--- src/hdl/ebhp_pkg.sv ---
package ebhp_pkg;
   // ------------------------------------------------------------
   // Header byte offsets
   // ------------------------------------------------------------
   localparam int OFF_SUM = 0;
   localparam int OFF_LEN = 1;
   localparam int OFF_SIG = 2;
   localparam int OFF_VID = 4;
   localparam int OFF_PID = 6;
   localparam int OFF_PREV = 8;
   localparam int OFF_CREV = 9;
   localparam int OFF_BATTR = 10;
   localparam int OFF_MAXI = 11;
   localparam int OFF_DATTR = 12;
   localparam int OFF_WPAGE = 13;
   localparam int OFF_KIND = 14;
   localparam int OFF_RPAGE = 15;
   localparam int OFF_ILEN = 16;
   localparam int HDR_FIXED = 18;
   localparam int LANG_LEN = 4;
   // ------------------------------------------------------------
   // Field bits and codes
   // ------------------------------------------------------------
   localparam int BA_STRINGS = 0;
   localparam int BA_SELF_PWR = 2;
   localparam int BA_BUS_PWR = 3;
   localparam int DA_CLK24 = 0;
   localparam int DA_HDR_WR = 1;
   localparam int DA_FAST = 3;
   localparam logic [15:0] SIG_VALUE = 16'h1234;
   localparam logic [7:0] KIND_APP = 8'h01;
   localparam logic [7:0] KIND_DEV = 8'h02;
   localparam logic [7:0] KIND_UPD = 8'h03;
   localparam logic [15:0] HDR_BASE = 16'h0000;
   localparam logic [15:0] CODE_BASE = 16'h0000;
   localparam logic [15:0] HDR_FIXED_W = 16'h0012;
   localparam logic [15:0] LANG_LEN_W = 16'h0004;
   localparam logic [3:0] I2C_CTRL_CODE = 4'hA;
   localparam logic [2:0] I2C_CHIP_SEL = 3'h0;
   localparam logic [6:0] I2C_DEV_ADDR = {I2C_CTRL_CODE, I2C_CHIP_SEL};
   typedef enum {
      ST_HDR_REQ, ST_HDR_RD, ST_STR_REQ, ST_STR_RD, ST_CHECK,
      ST_LOAD_REQ, ST_LOAD_RD, ST_RUN, ST_HOST, ST_MARK_WAIT
   } ebhp_state_e;
endpackage
--- src/hdl/ebhp_loader.sv ---
`timescale 1ns/1ns
module ebhp_loader (
   input wire logic i_core_clk,
   input wire logic i_rst_b,
   input wire logic i_rd_valid,
   input wire logic [7:0] i_rd_byte,
   input wire logic i_rd_done,
   input wire logic i_nack,
   input wire logic i_wr_done,
   input wire logic i_dl_begin,
   input wire logic i_dl_end,
   output logic o_rd_start,
   output logic [15:0] o_rd_addr,
   output logic [15:0] o_rd_len,
   output logic o_wr_start,
   output logic [15:0] o_wr_addr,
   output logic [15:0] o_wr_len,
   output logic [7:0] o_wr_byte,
   output logic [6:0] o_i2c_dev_addr,
   output logic o_fast_i2c,
   output logic o_mem_we,
   output logic [15:0] o_mem_addr,
   output logic [7:0] o_mem_data,
   output logic o_run,
   output logic o_host_dl,
   output logic o_bad_eeprom,
   output logic o_dev_hdr,
   output logic o_dl_marked,
   output logic o_cpu_clk_24m,
   output logic o_hdr_overwrite,
   output logic o_self_pwr,
   output logic o_bus_pwr,
   output logic o_has_strings,
   output logic [7:0] o_max_current,
   output logic [15:0] o_vendor_id,
   output logic [15:0] o_product_id,
   output logic [7:0] o_item_revision_byte,
   output logic [7:0] o_code_revision_byte
);
   import ebhp_pkg::*;

   // ------------------------------------------------------------
   // Reset release
   // ------------------------------------------------------------
   logic rst_meta_r;
   logic rst_sync_b;
   always_ff @(posedge i_core_clk or negedge i_rst_b) begin
      if (!i_rst_b) begin
         rst_meta_r <= 1'b0;
         rst_sync_b <= 1'b0;
      end else begin
         rst_meta_r <= 1'b1;
         rst_sync_b <= rst_meta_r;
      end
   end

   // ------------------------------------------------------------
   // Header store and field views
   // ------------------------------------------------------------
   ebhp_state_e state_r;
   logic [7:0] hdr_r [HDR_FIXED];
   logic [15:0] cnt_r;
   logic [7:0] sum_r;
   logic [15:0] remain_r;
   logic [15:0] ee_addr_r;
   logic [7:0] saved_kind_r;
   logic valid_r;
   logic [7:0] hdr_length;
   logic [7:0] bus_attr_byte;
   logic [7:0] dev_attr_byte;
   logic [7:0] write_burst_len;
   logic [7:0] read_burst_len;
   logic [7:0] image_kind;
   logic [15:0] image_length;
   logic [15:0] sig_word;
   logic [15:0] chunk;
   logic strings_ok;
   logic hdr_ok;

   assign hdr_length = hdr_r[OFF_LEN];
   assign bus_attr_byte = hdr_r[OFF_BATTR];
   assign dev_attr_byte = hdr_r[OFF_DATTR];
   assign write_burst_len = hdr_r[OFF_WPAGE];
   assign read_burst_len = hdr_r[OFF_RPAGE];
   assign image_kind = hdr_r[OFF_KIND];
   assign image_length = {hdr_r[OFF_ILEN + 1], hdr_r[OFF_ILEN]};
   assign sig_word = {hdr_r[OFF_SIG + 1], hdr_r[OFF_SIG]};

   // Strings come as a set; a lone language string cannot be told apart
   assign strings_ok = bus_attr_byte[BA_STRINGS] ? ({8'h00, hdr_length} > HDR_FIXED_W + LANG_LEN_W)
                                                 : ({8'h00, hdr_length} == HDR_FIXED_W);
   assign hdr_ok = (sum_r == hdr_r[OFF_SUM])
                 && (sig_word == SIG_VALUE)
                 && strings_ok
                 && ((image_kind == KIND_APP)
                     || ((image_kind == KIND_DEV) && (image_length == 16'h0000)));

   // Payload chunk: zero read page means the whole remainder at once
   assign chunk = ((read_burst_len == 8'h00) || ({8'h00, read_burst_len} >= remain_r))
                  ? remain_r : {8'h00, read_burst_len};

   generate
      for (genvar g = 0; g < HDR_FIXED; g++) begin : g_hdr
         always_ff @(posedge i_core_clk or negedge rst_sync_b) begin
            if (!rst_sync_b) begin
               hdr_r[g] <= 8'h00;
            end else if ((state_r == ST_HDR_RD) && i_rd_valid && (cnt_r == 16'(g))) begin
               hdr_r[g] <= i_rd_byte;
            end
         end
      end
   endgenerate

   // ------------------------------------------------------------
   // Byte counter and checksum
   // ------------------------------------------------------------
   always_ff @(posedge i_core_clk or negedge rst_sync_b) begin
      if (!rst_sync_b) begin
         cnt_r <= 16'h0000;
         sum_r <= 8'h00;
      end else if (((state_r == ST_HDR_RD) || (state_r == ST_STR_RD)) && i_rd_valid) begin
         cnt_r <= cnt_r + 16'h0001;
         if (cnt_r != 16'(OFF_SUM)) begin
            sum_r <= sum_r + i_rd_byte;
         end
      end
   end

   // ------------------------------------------------------------
   // Boot sequencer
   // ------------------------------------------------------------
   always_ff @(posedge i_core_clk or negedge rst_sync_b) begin
      if (!rst_sync_b) begin
         state_r <= ST_HDR_REQ;
         o_rd_start <= 1'b0;
         o_rd_addr <= 16'h0000;
         o_rd_len <= 16'h0000;
         remain_r <= 16'h0000;
         ee_addr_r <= 16'h0000;
         valid_r <= 1'b0;
         o_run <= 1'b0;
         o_host_dl <= 1'b0;
         o_bad_eeprom <= 1'b0;
         o_dev_hdr <= 1'b0;
      end else begin
         o_rd_start <= 1'b0;
         case (state_r)
            ST_HDR_REQ: begin
               o_rd_start <= 1'b1;
               o_rd_addr <= HDR_BASE;
               o_rd_len <= HDR_FIXED_W;
               state_r <= ST_HDR_RD;
            end
            ST_HDR_RD: begin
               if (i_nack) begin
                  state_r <= ST_HOST;
                  o_host_dl <= 1'b1;
                  o_bad_eeprom <= 1'b1;
               end else if (i_rd_done) begin
                  if ({8'h00, hdr_length} > HDR_FIXED_W) begin
                     state_r <= ST_STR_REQ;
                  end else begin
                     state_r <= ST_CHECK;
                  end
               end
            end
            ST_STR_REQ: begin
               o_rd_start <= 1'b1;
               o_rd_addr <= HDR_FIXED_W;
               o_rd_len <= {8'h00, hdr_length} - HDR_FIXED_W;
               state_r <= ST_STR_RD;
            end
            ST_STR_RD: begin
               if (i_nack) begin
                  state_r <= ST_HOST;
                  o_host_dl <= 1'b1;
                  o_bad_eeprom <= 1'b1;
               end else if (i_rd_done) begin
                  state_r <= ST_CHECK;
               end
            end
            ST_CHECK: begin
               valid_r <= hdr_ok;
               if (hdr_ok && (image_kind == KIND_APP)) begin
                  remain_r <= image_length;
                  ee_addr_r <= HDR_BASE + {8'h00, hdr_length};
                  state_r <= ST_LOAD_REQ;
               end else begin
                  state_r <= ST_HOST;
                  o_host_dl <= 1'b1;
                  o_bad_eeprom <= !hdr_ok;
                  o_dev_hdr <= hdr_ok;
               end
            end
            ST_LOAD_REQ: begin
               if (remain_r == 16'h0000) begin
                  state_r <= ST_RUN;
               end else begin
                  o_rd_start <= 1'b1;
                  o_rd_addr <= ee_addr_r;
                  o_rd_len <= chunk;
                  remain_r <= remain_r - chunk;
                  ee_addr_r <= ee_addr_r + chunk;
                  state_r <= ST_LOAD_RD;
               end
            end
            ST_LOAD_RD: begin
               if (i_nack) begin
                  state_r <= ST_HOST;
                  o_host_dl <= 1'b1;
                  o_bad_eeprom <= 1'b1;
               end else if (i_rd_done) begin
                  state_r <= ST_LOAD_REQ;
               end
            end
            ST_RUN: begin
               o_run <= 1'b1;
            end
            ST_HOST: begin
               if (i_dl_begin && !o_dl_marked && !o_bad_eeprom) begin
                  state_r <= ST_MARK_WAIT;
               end else if (i_dl_end && o_dl_marked) begin
                  state_r <= ST_MARK_WAIT;
               end
            end
            ST_MARK_WAIT: begin
               if (i_wr_done) begin
                  state_r <= ST_HOST;
               end
            end
            default: begin
               state_r <= ST_HDR_REQ;
            end
         endcase
      end
   end

   // ------------------------------------------------------------
   // Code memory writes during load
   // ------------------------------------------------------------
   always_ff @(posedge i_core_clk or negedge rst_sync_b) begin
      if (!rst_sync_b) begin
         o_mem_we <= 1'b0;
         o_mem_addr <= CODE_BASE;
         o_mem_data <= 8'h00;
      end else begin
         o_mem_we <= (state_r == ST_LOAD_RD) && i_rd_valid;
         o_mem_data <= i_rd_byte;
         if (o_mem_we) begin
            o_mem_addr <= o_mem_addr + 16'h0001;
         end
      end
   end

   // ------------------------------------------------------------
   // Update marker on the kind byte
   // ------------------------------------------------------------
   // A single-byte write always fits any nonzero write page
   always_ff @(posedge i_core_clk or negedge rst_sync_b) begin
      if (!rst_sync_b) begin
         o_wr_start <= 1'b0;
         o_wr_addr <= 16'h0000;
         o_wr_len <= 16'h0000;
         o_wr_byte <= 8'h00;
         o_dl_marked <= 1'b0;
         saved_kind_r <= 8'h00;
      end else begin
         o_wr_start <= 1'b0;
         if ((state_r == ST_HOST) && i_dl_begin && !o_dl_marked && !o_bad_eeprom) begin
            saved_kind_r <= image_kind;
            o_wr_start <= 1'b1;
            o_wr_addr <= HDR_BASE + 16'(OFF_KIND);
            o_wr_len <= 16'h0001;
            o_wr_byte <= KIND_UPD;
            o_dl_marked <= 1'b1;
         end else if ((state_r == ST_HOST) && i_dl_end && o_dl_marked) begin
            o_wr_start <= 1'b1;
            o_wr_addr <= HDR_BASE + 16'(OFF_KIND);
            o_wr_len <= 16'h0001;
            o_wr_byte <= saved_kind_r;
            o_dl_marked <= 1'b0;
         end
      end
   end

   // ------------------------------------------------------------
   // Reported header fields
   // ------------------------------------------------------------
   // Header fields read as zero until the header is proven good; the device address always reads I2C_DEV_ADDR
   always_ff @(posedge i_core_clk or negedge rst_sync_b) begin
      if (!rst_sync_b) begin
         o_i2c_dev_addr <= I2C_DEV_ADDR;
         o_fast_i2c <= 1'b0;
         o_cpu_clk_24m <= 1'b0;
         o_hdr_overwrite <= 1'b0;
         o_self_pwr <= 1'b0;
         o_bus_pwr <= 1'b0;
         o_has_strings <= 1'b0;
         o_max_current <= 8'h00;
         o_vendor_id <= 16'h0000;
         o_product_id <= 16'h0000;
         o_item_revision_byte <= 8'h00;
         o_code_revision_byte <= 8'h00;
      end else begin
         o_i2c_dev_addr <= I2C_DEV_ADDR;
         o_fast_i2c <= valid_r && dev_attr_byte[DA_FAST];
         o_cpu_clk_24m <= valid_r && dev_attr_byte[DA_CLK24];
         o_hdr_overwrite <= valid_r && dev_attr_byte[DA_HDR_WR];
         o_self_pwr <= valid_r && bus_attr_byte[BA_SELF_PWR];
         o_bus_pwr <= valid_r && bus_attr_byte[BA_BUS_PWR];
         o_has_strings <= valid_r && bus_attr_byte[BA_STRINGS];
         o_max_current <= valid_r ? hdr_r[OFF_MAXI] : 8'h00;
         o_vendor_id <= valid_r ? {hdr_r[OFF_VID + 1], hdr_r[OFF_VID]} : 16'h0000;
         o_product_id <= valid_r ? {hdr_r[OFF_PID + 1], hdr_r[OFF_PID]} : 16'h0000;
         o_item_revision_byte <= valid_r ? hdr_r[OFF_PREV] : 8'h00;
         o_code_revision_byte <= valid_r ? hdr_r[OFF_CREV] : 8'h00;
      end
   end
endmodule

--- config.mk ---
export PLATFORM = sky130hd
export DESIGN_NAME = ebhp_loader
export DESIGN_NICKNAME = d
export VERILOG_FILES = /design/src/hdl/ebhp_pkg.sv /design/src/hdl/ebhp_loader.sv
export SDC_FILE = /design/constraint.sdc
export NUM_CORES = 1
export LEC_CHECK = 0
export CAP_MARGIN = 20
export CORE_ASPECT_RATIO = 0.8
export CORE_MARGIN = 2
export CORE_UTILIZATION = 35
export CTS_BUF_LIST = sky130_fd_sc_hd__clkbuf_8
export CTS_CLUSTER_DIAMETER = 200
export DETAILED_ROUTE_END_ITERATION = 10
export DONT_BUFFER_PORTS = 1
export GPL_TIMING_DRIVEN = 0
export SLEW_MARGIN = 20
export SYNTH_ARGS = -nofsm -noshare
export SYNTH_HDL_FRONTEND = slang
export SYNTH_SLANG_ARGS = --single-unit
--- constraint.sdc ---
create_clock -name i_core_clk -period 9.2 [get_ports i_core_clk]
set_input_delay 1.84 -clock i_core_clk [delete_from_list [all_inputs] [get_ports i_core_clk]]
set_output_delay 1.84 -clock i_core_clk [all_outputs]
set_load 0.01 [all_outputs]
==> flow_metrics.tcl, run 1 <==
set metrics [dict create \
    worst-setup-path-type "reg -> reg" \
    post_cts_resize_count 0 \
    core_region_area_mm2 0.0431 \
    clk_path_buf_depth 3 \
    timing.critical_path.mode_cell "sky130_fd_sc_hd__ha_1" \
    gp_congestion 0.884 \
    synth_cells 1365 \
    max-vdd-ir-drop_v 0.000129 \
    final_net_count 1525 \
    mappedNetlistArea_mm2 0.0152 \
    total_power_per_unit_cell_area_mw_per_mm2 294 \
    clk_root_buffer_cell "sky130_fd_sc_hd__clkbuf_8" \
    setup_violations 0 \
    synth_area_leaders "sky130_fd_sc_hd__dfrtp_1 (55%), sky130_fd_sc_hd__mux2_2 (8.5%), sky130_fd_sc_hd__ha_1 (3.4%)" \
    first_pass_grt_wire_length_mm 62.0 \
    layout-drive-gt1-share_pct 19.0 \
    grt_setup_unrepaired "no" \
    period_minus_slack_ps 5610 \
    outcome "finished clean" \
    gr-total-overflow 0 \
    final.setup.tns_ps 0 \
    synth-seq-area-share_pct 54.5 \
    layout.cell_area.non_filler_mm2 0.0174 \
    clkTransAtPathRegs_ps 70 \
    critical_path.cell_chain "inv_1 -> ha_1 -> a21o_1 -> a31oi_1 -> o2111ai_1 -> nand2_2 -> clkbuf_1 -> o21ai_0 -> ha_1 -> fa_1 -> a211o_1 -> a21oi_1 -> o31ai_1 -> a2111oi_2 -> o221ai_1 -> o311ai_1 -> o21ai_1 -> xor2_1 -> a22o_1" \
    yosysMostFrequentCell "sky130_fd_sc_hd__dfrtp_1" \
    critical_path_required_ps 9730 \
    wire_per_inst_um 19.1 \
    clock_sinks 332 \
    cts.htree.levels 2 \
    post_cts_hold_buffer_count 0 \
    fmaxAchievable_mhz 178 \
    place.port_buffers 0 \
    critical_path.top_delay_family "compound AO/OA/AOI/OAI gates" \
    total_leakage_power_nw 8.30 \
    timing.critical_path.buf_inv 2 \
    synth_edf_count 0 \
    floorplan.die.height_um 191 \
    floorplan.initialDensity_pct 35.4 \
    detailed_placement_wirelength_estimate_mm 27.9 \
    clkLatencyLatePin_ps 650 \
    critical-path-max-stage-delay_ps 480 \
    final_period_util_pct 61.0 \
    crit_path_max_fanout 10 \
    cts_setup_buffers 0 \
    routed_wirelength_mm 39.5 \
    area_delta_synth_final_pct 14.2 \
    cts_made_buffers 57 \
    final_max_slew_viol_count 0 \
    fin_skew_ps 20.5 \
    critPathCaptureType "flop" \
    detail_route.vias_per_cell 5.12 \
    std_cell_rows 68 \
    first_global_vias 10567 \
    post_layout_nonfiller_instances 2062 \
    timing.max_slew.rel_slack_pct 10.8 \
    tightest_slew_ps 1320 \
    timing.critical_path.slowest_stage_cell "sky130_fd_sc_hd__a2111oi_2" \
    die-area_mm2 0.0452 \
    synth_top_cell_area_share_pct 54.5 \
    synth_seq_cells 332 \
    fillCellCount 4149 \
    ys_top_cells_by_count "sky130_fd_sc_hd__dfrtp_1 (332), sky130_fd_sc_hd__nand2_1 (122), sky130_fd_sc_hd__mux2_2 (115)" \
    worstHoldPathType "reg -> async" \
    drtPass1Iterations 5 \
    dr_total_vias 10557 \
    tritoncts "yes" \
    drcViolationCount 0 \
    grt_total_usage_pct 17.6 \
    dp.cells 1965 \
    power.total_w 0.00512 \
    timing.critical_path.from_type "flop" \
    worst-endpoint-arrival_ps 6140 \
    postRouteAntennaNets 0 \
    number_of_antenna_violations_at_the_first_check_in_global_routing 0 \
    synth.yosys.warnings 0 \
    synthesis.area_per_instance_um2 11.2 \
    dpl_cell_area_mm2 0.0162 \
    top_level_ports 189 \
    drt_iter0_markers 742 \
    yosysUniqueCellTypes 74 \
    ys.flop_type "sky130_fd_sc_hd__dfrtp_1" \
    synth_area_leader_cell "sky130_fd_sc_hd__dfrtp_1" \
    grt_start_max_net_pins 58 \
    hold_viol_final 0 \
    ys_async_rst_share_pct 100 \
    die_width_um 237 \
    maxcap_viol_count 0 \
]
## sequential cells by signal, summed over array words and instances, names as in the netlist, 4 cells and up
signal and cells:
hdr_r 96, sum_r 8, cnt_r 16, o_mem_addr 16
read_burst_len 8, o_rd_len 16, o_code_revision_byte 8, o_product_id 16
o_max_current 8, o_wr_byte 8, saved_kind_r 8, o_item_revision_byte 8
hdr_length 8, ee_addr_r 16, image_kind 8, remain_r 16
o_vendor_id 16, o_rd_addr 16, o_mem_data 8, state_r 4
## report_power, final
part,internal (W),switching [W]
combinational,0.000634,0.000867
clock,0.000806,0.000616
sequential,0.00185,0.000348
## placed cells by master, fill, tap and decap left out, drive strengths merged, types with 55 or more instances in the layout
cell type / count
a21oi: 58
o21ai: 77
nand2: 124
and2: 66
clkbuf: 109
inv: 68
mux2: 115
buf: 55
dfrtp: 332
nor2: 90
## metrics by stage
stage / hold slack [ps] / setup WS, ps / util, %
6_report: 296 / 3590 / 40.5
5_1_grt: 335 / 3210 / 40.4
4_1_cts: 316 / 3680 / 40.4
3_5_place_dp: 306 / 3700 / 37.7
3_3_place_gp: 337 / 1600 / 37.3
2_1_floorplan: 331 / 3770 / -
## area by class of cell
type	count	area [um^2]	share of cell area, %
clock buffers	65	895	5.14
clock inverters	30	283	1.62
plain buffers	93	513	2.95
well taps	560	701	4.02
multi-input cells	923	6360	36.5
flip-flops and latches	332	8310	47.7
inverters	51	191	1.10
diodes	2	5.00	0.0287
repair buffers	6	158	0.905
## layer usage
layer / global-route usage [%] / vias up / share of wire (%)
met1: 24.9 / 5328 / 47
met4: 4.77 / 0 / 1.8
met3: 4.56 / 68 / 6.3
met2: 26.9 / 277 / 45
met5: 0 / - / 0
li1: - / 4884 / -
## worst reg2reg max path, stage by stage (launching register included)
cell	delay, ps
sky130_fd_sc_hd__dfrtp_1	400
sky130_fd_sc_hd__inv_1	90
sky130_fd_sc_hd__ha_1	290
sky130_fd_sc_hd__a21o_1	150
sky130_fd_sc_hd__a31oi_1	270
sky130_fd_sc_hd__o2111ai_1	300
sky130_fd_sc_hd__nand2_2	310
sky130_fd_sc_hd__clkbuf_1	410
sky130_fd_sc_hd__o21ai_0	400
sky130_fd_sc_hd__ha_1	360
sky130_fd_sc_hd__fa_1	460
sky130_fd_sc_hd__a211o_1	310
sky130_fd_sc_hd__a21oi_1	270
sky130_fd_sc_hd__o31ai_1	140
sky130_fd_sc_hd__a2111oi_2	480
sky130_fd_sc_hd__o221ai_1	170
sky130_fd_sc_hd__o311ai_1	170
sky130_fd_sc_hd__o21ai_1	170
sky130_fd_sc_hd__xor2_1	160
sky130_fd_sc_hd__a22o_1	180
## final timing paths
kind / from / endpoint / slack, ps / cells after the start
setup reg to reg: remain_r[2]$_DFFE_PN0P_ / ee_addr_r[14]$_DFFE_PN0P_ / 3590 / 19
min in group i_core_clk: rst_meta_r$_DFF_PN0_ / rst_sync_b$_DFF_PN0_ / 340 / 0
hold / removal: rst_sync_b$_DFF_PN0_ / o_rd_len[0]$_DFFE_PN0P_ / 300 / 0
hold reg to reg: rst_sync_b$_DFF_PN0_ / o_rd_len[0]$_DFFE_PN0P_ / 300 / 0
max in group asynchronous: rst_sync_b$_DFF_PN0_ / hdr_r[68]$_DFFE_PN0P_ / 7620 / 3
setup / recovery: remain_r[2]$_DFFE_PN0P_ / ee_addr_r[14]$_DFFE_PN0P_ / 3590 / 19
## kinds of logic after synthesis
group | after synthesis | share of synthesized area, %
xor gates and xnor gates | 65 | 3.73
adders and majority gates | 45 | 3.84
muxes | 120 | 8.82
other | 2 | 0.0493
DFF | 332 | 54.5
AOI/OAI and AO/OA | 248 | 10.5
buffers and inverters | 144 | 4.62
and+or+nand+nor | 409 | 13.9
Note: power is estimated with default switching activity, not from simulation.
==> run 2, diff against run 1 <==
- clock period: 9.2 -> 4.5 ns (I/O delays scaled with it)
==> flow_metrics.tcl, run 2 (synthesized netlist as in run 1, its figures left out) <==
set metrics [dict create \
    flip_flop_count_of_the_largest_register_after_layout 96 \
    crit_path_max_fanout 10 \
    worstHoldPathType "in -> reg" \
    grt_start_max_net_pins 58 \
    diodes 0 \
    gp_congestion 0.886 \
    final_net_count 1539 \
    worst-endpoint-arrival_ps 4860 \
    drt_iter0_markers 797 \
    timing.critical_path.buf_inv 1 \
    floorplan.initialDensity_pct 35.4 \
    final_max_slew_viol_count 0 \
    tritoncts "yes" \
    clk_root_buffer_cell "sky130_fd_sc_hd__clkbuf_8" \
    routed_wirelength_mm 40.0 \
    timing.critical_path.from_type "flop" \
    clock_sinks 332 \
    final_period_util_pct 96.2 \
    critical_path.cell_chain "ha_1 -> a21o_1 -> a31oi_4 -> o2111ai_4 -> nand2_2 -> buf_8 -> o21ai_2 -> ha_2 -> fa_2 -> a211o_1 -> a21oi_4 -> nor3_1 -> a2111oi_2 -> o221ai_1 -> o311ai_2 -> o21ai_1 -> xor2_1 -> a22o_1" \
    cts_made_buffers 57 \
    wire_per_inst_um 19.3 \
    layout-drive-gt1-share_pct 21.8 \
    layout.cells.most_common "sky130_fd_sc_hd__dfrtp_1" \
    largest_register "hdr_r" \
    fin_skew_ps 35.3 \
    dr_total_vias 10715 \
    core_region_area_mm2 0.0431 \
    clkLatencyLatePin_ps 670 \
    critical_path_required_ps 5040 \
    detail_route.vias_per_cell 5.16 \
    hold_slack_ps 283 \
    die-area_mm2 0.0452 \
    area_delta_synth_final_pct 16.2 \
    drtPass1Iterations 7 \
    max-vdd-ir-drop_v 0.000242 \
    clk_path_buf_depth 3 \
    place.port_buffers 0 \
    outcome "finished clean" \
    number_of_antenna_violations_at_the_first_check_in_global_routing 1 \
    total_leakage_power_nw 8.34 \
    period_minus_slack_ps 4330 \
    grt_total_usage_pct 17.7 \
    die_width_um 237 \
    worst-setup-path-type "reg -> reg" \
    timing.critical_path.slowest_stage_cell "sky130_fd_sc_hd__dfrtp_2" \
    tightest_slew_ps 985 \
    cts.htree.levels 2 \
    timing.max_slew.rel_slack_pct 34.3 \
    maxcap_viol_count 0 \
    floorplan.die.height_um 191 \
    drcViolationCount 0 \
    critical_path.top_delay_family "compound AO/OA/AOI/OAI gates" \
    critical-path-max-stage-delay_ps 440 \
    hold_viol_final 0 \
    setup_violations 0 \
    postRouteAntennaNets 0 \
    critPathCaptureType "flop" \
    total_power_per_unit_cell_area_mw_per_mm2 597 \
    detailed_placement_wirelength_estimate_mm 28.1 \
    mostFrequentLayoutCells "sky130_fd_sc_hd__dfrtp_1 (326), sky130_fd_sc_hd__nand2_1 (121), sky130_fd_sc_hd__mux2_2 (115)" \
    gr-total-overflow 0 \
    first_pass_grt_wire_length_mm 62.2 \
    top_level_ports 189 \
    dpl_cell_area_mm2 0.0162 \
    fmaxAchievable_mhz 231 \
    first_global_vias 10599 \
    layout.cell_area.non_filler_mm2 0.0177 \
    utilization_pct 41.1 \
    grt_setup_unrepaired "yes" \
    clkTransAtPathRegs_ps 60 \
    std_cell_rows 68 \
]
run 2: cell types whose count changed in the layout (fill, tap and decap cells not counted), moves of 3 or more:
cell	before	now
sky130_fd_sc_hd__buf_4	41	53
sky130_fd_sc_hd__bufinv_16	6	2
sky130_fd_sc_hd__clkbuf_8	65	71
sky130_fd_sc_hd__clkinvlp_4	0	3
sky130_fd_sc_hd__dfrtp_1	331	326
sky130_fd_sc_hd__dfrtp_2	0	5
sky130_fd_sc_hd__ha_1	42	39
sky130_fd_sc_hd__inv_1	67	62
sky130_fd_sc_hd__nor4_4	1	4
sky130_fd_sc_hd__o21ai_0	71	66
sky130_fd_sc_hd__o21ai_4	0	3
run 2: path summary, 6_finish.rpt:
kind                                                     from                         end  slack (ps)  cells after the start
worst max-delay path            read_burst_len[2]$_DFFE_PN0P_   ee_addr_r[14]$_DFFE_PN0P_         170                     18
worst min-delay path                             i_rd_byte[0]     o_mem_data[0]$_DFF_PN0_         280                      0
worst max register to register  read_burst_len[2]$_DFFE_PN0P_   ee_addr_r[14]$_DFFE_PN0P_         170                     18
worst min register to register           rst_sync_b$_DFF_PN0_    ee_addr_r[0]$_DFFE_PN0P_         330                      0
max in group asynchronous                rst_sync_b$_DFF_PN0_  o_max_current[4]$_DFF_PN0_        3110                      2
min in group asynchronous                rst_sync_b$_DFF_PN0_    ee_addr_r[0]$_DFFE_PN0P_         330                      0
run 2: metrics by stage:
stage                     total power [W]  instances  setup TNS (ps)  worst slack (ps)
after floorplan                   0.00668       1399               0               227
after global placement            0.00741       1959          -21320              -961
after detailed placement          0.00755       1965           -9920              -969
after CTS                          0.0105       2064           -12.5             -12.5
after global routing               0.0113       2075           -30.6             -20.5
final                              0.0106       2075               0               171
run 2: area by class of cell:
class / instances / area, um^2
sequential: 332 / 8320
buffer: 93 / 524
inverter: 51 / 191
tap: 560 / 701
fill: 4120 / 25300
multi-input combinational: 923 / 6560
clock buffer: 71 / 977
clock inverter: 25 / 176
timing repair buffer: 20 / 269
run 2: layer usage:
metal / wire (um) / GRT usage, % / up-vias
li1: - / - / 4927
met1: 18600 / 24.7 / 5434
met2: 18100 / 27.4 / 298
met3: 2530 / 4.44 / 56
met4: 670 / 4.52 / 0
met5: 0 / 0 / -
run 2: power by group:
| group | switching (W) | internal [W] |
|---|---|---|
| Sequential | 0.000729 | 0.00378 |
| Clock | 0.00126 | 0.00153 |
| Combinational | 0.00185 | 0.00142 |
| Total | 0.00385 | 0.00673 |
run 2: repair_timing:
| item | 4_1_cts | 5_1_grt |
|---|---|---|
| pin swaps | 2 | 13 |
| setup endpoints to repair | 19 | 13 |
| resized for setup | 23 | 27 |
| setup buffers | 2 | 11 |
| hold endpoints to repair | 2 | 0 |
| hold buffers | 1 | 0 |
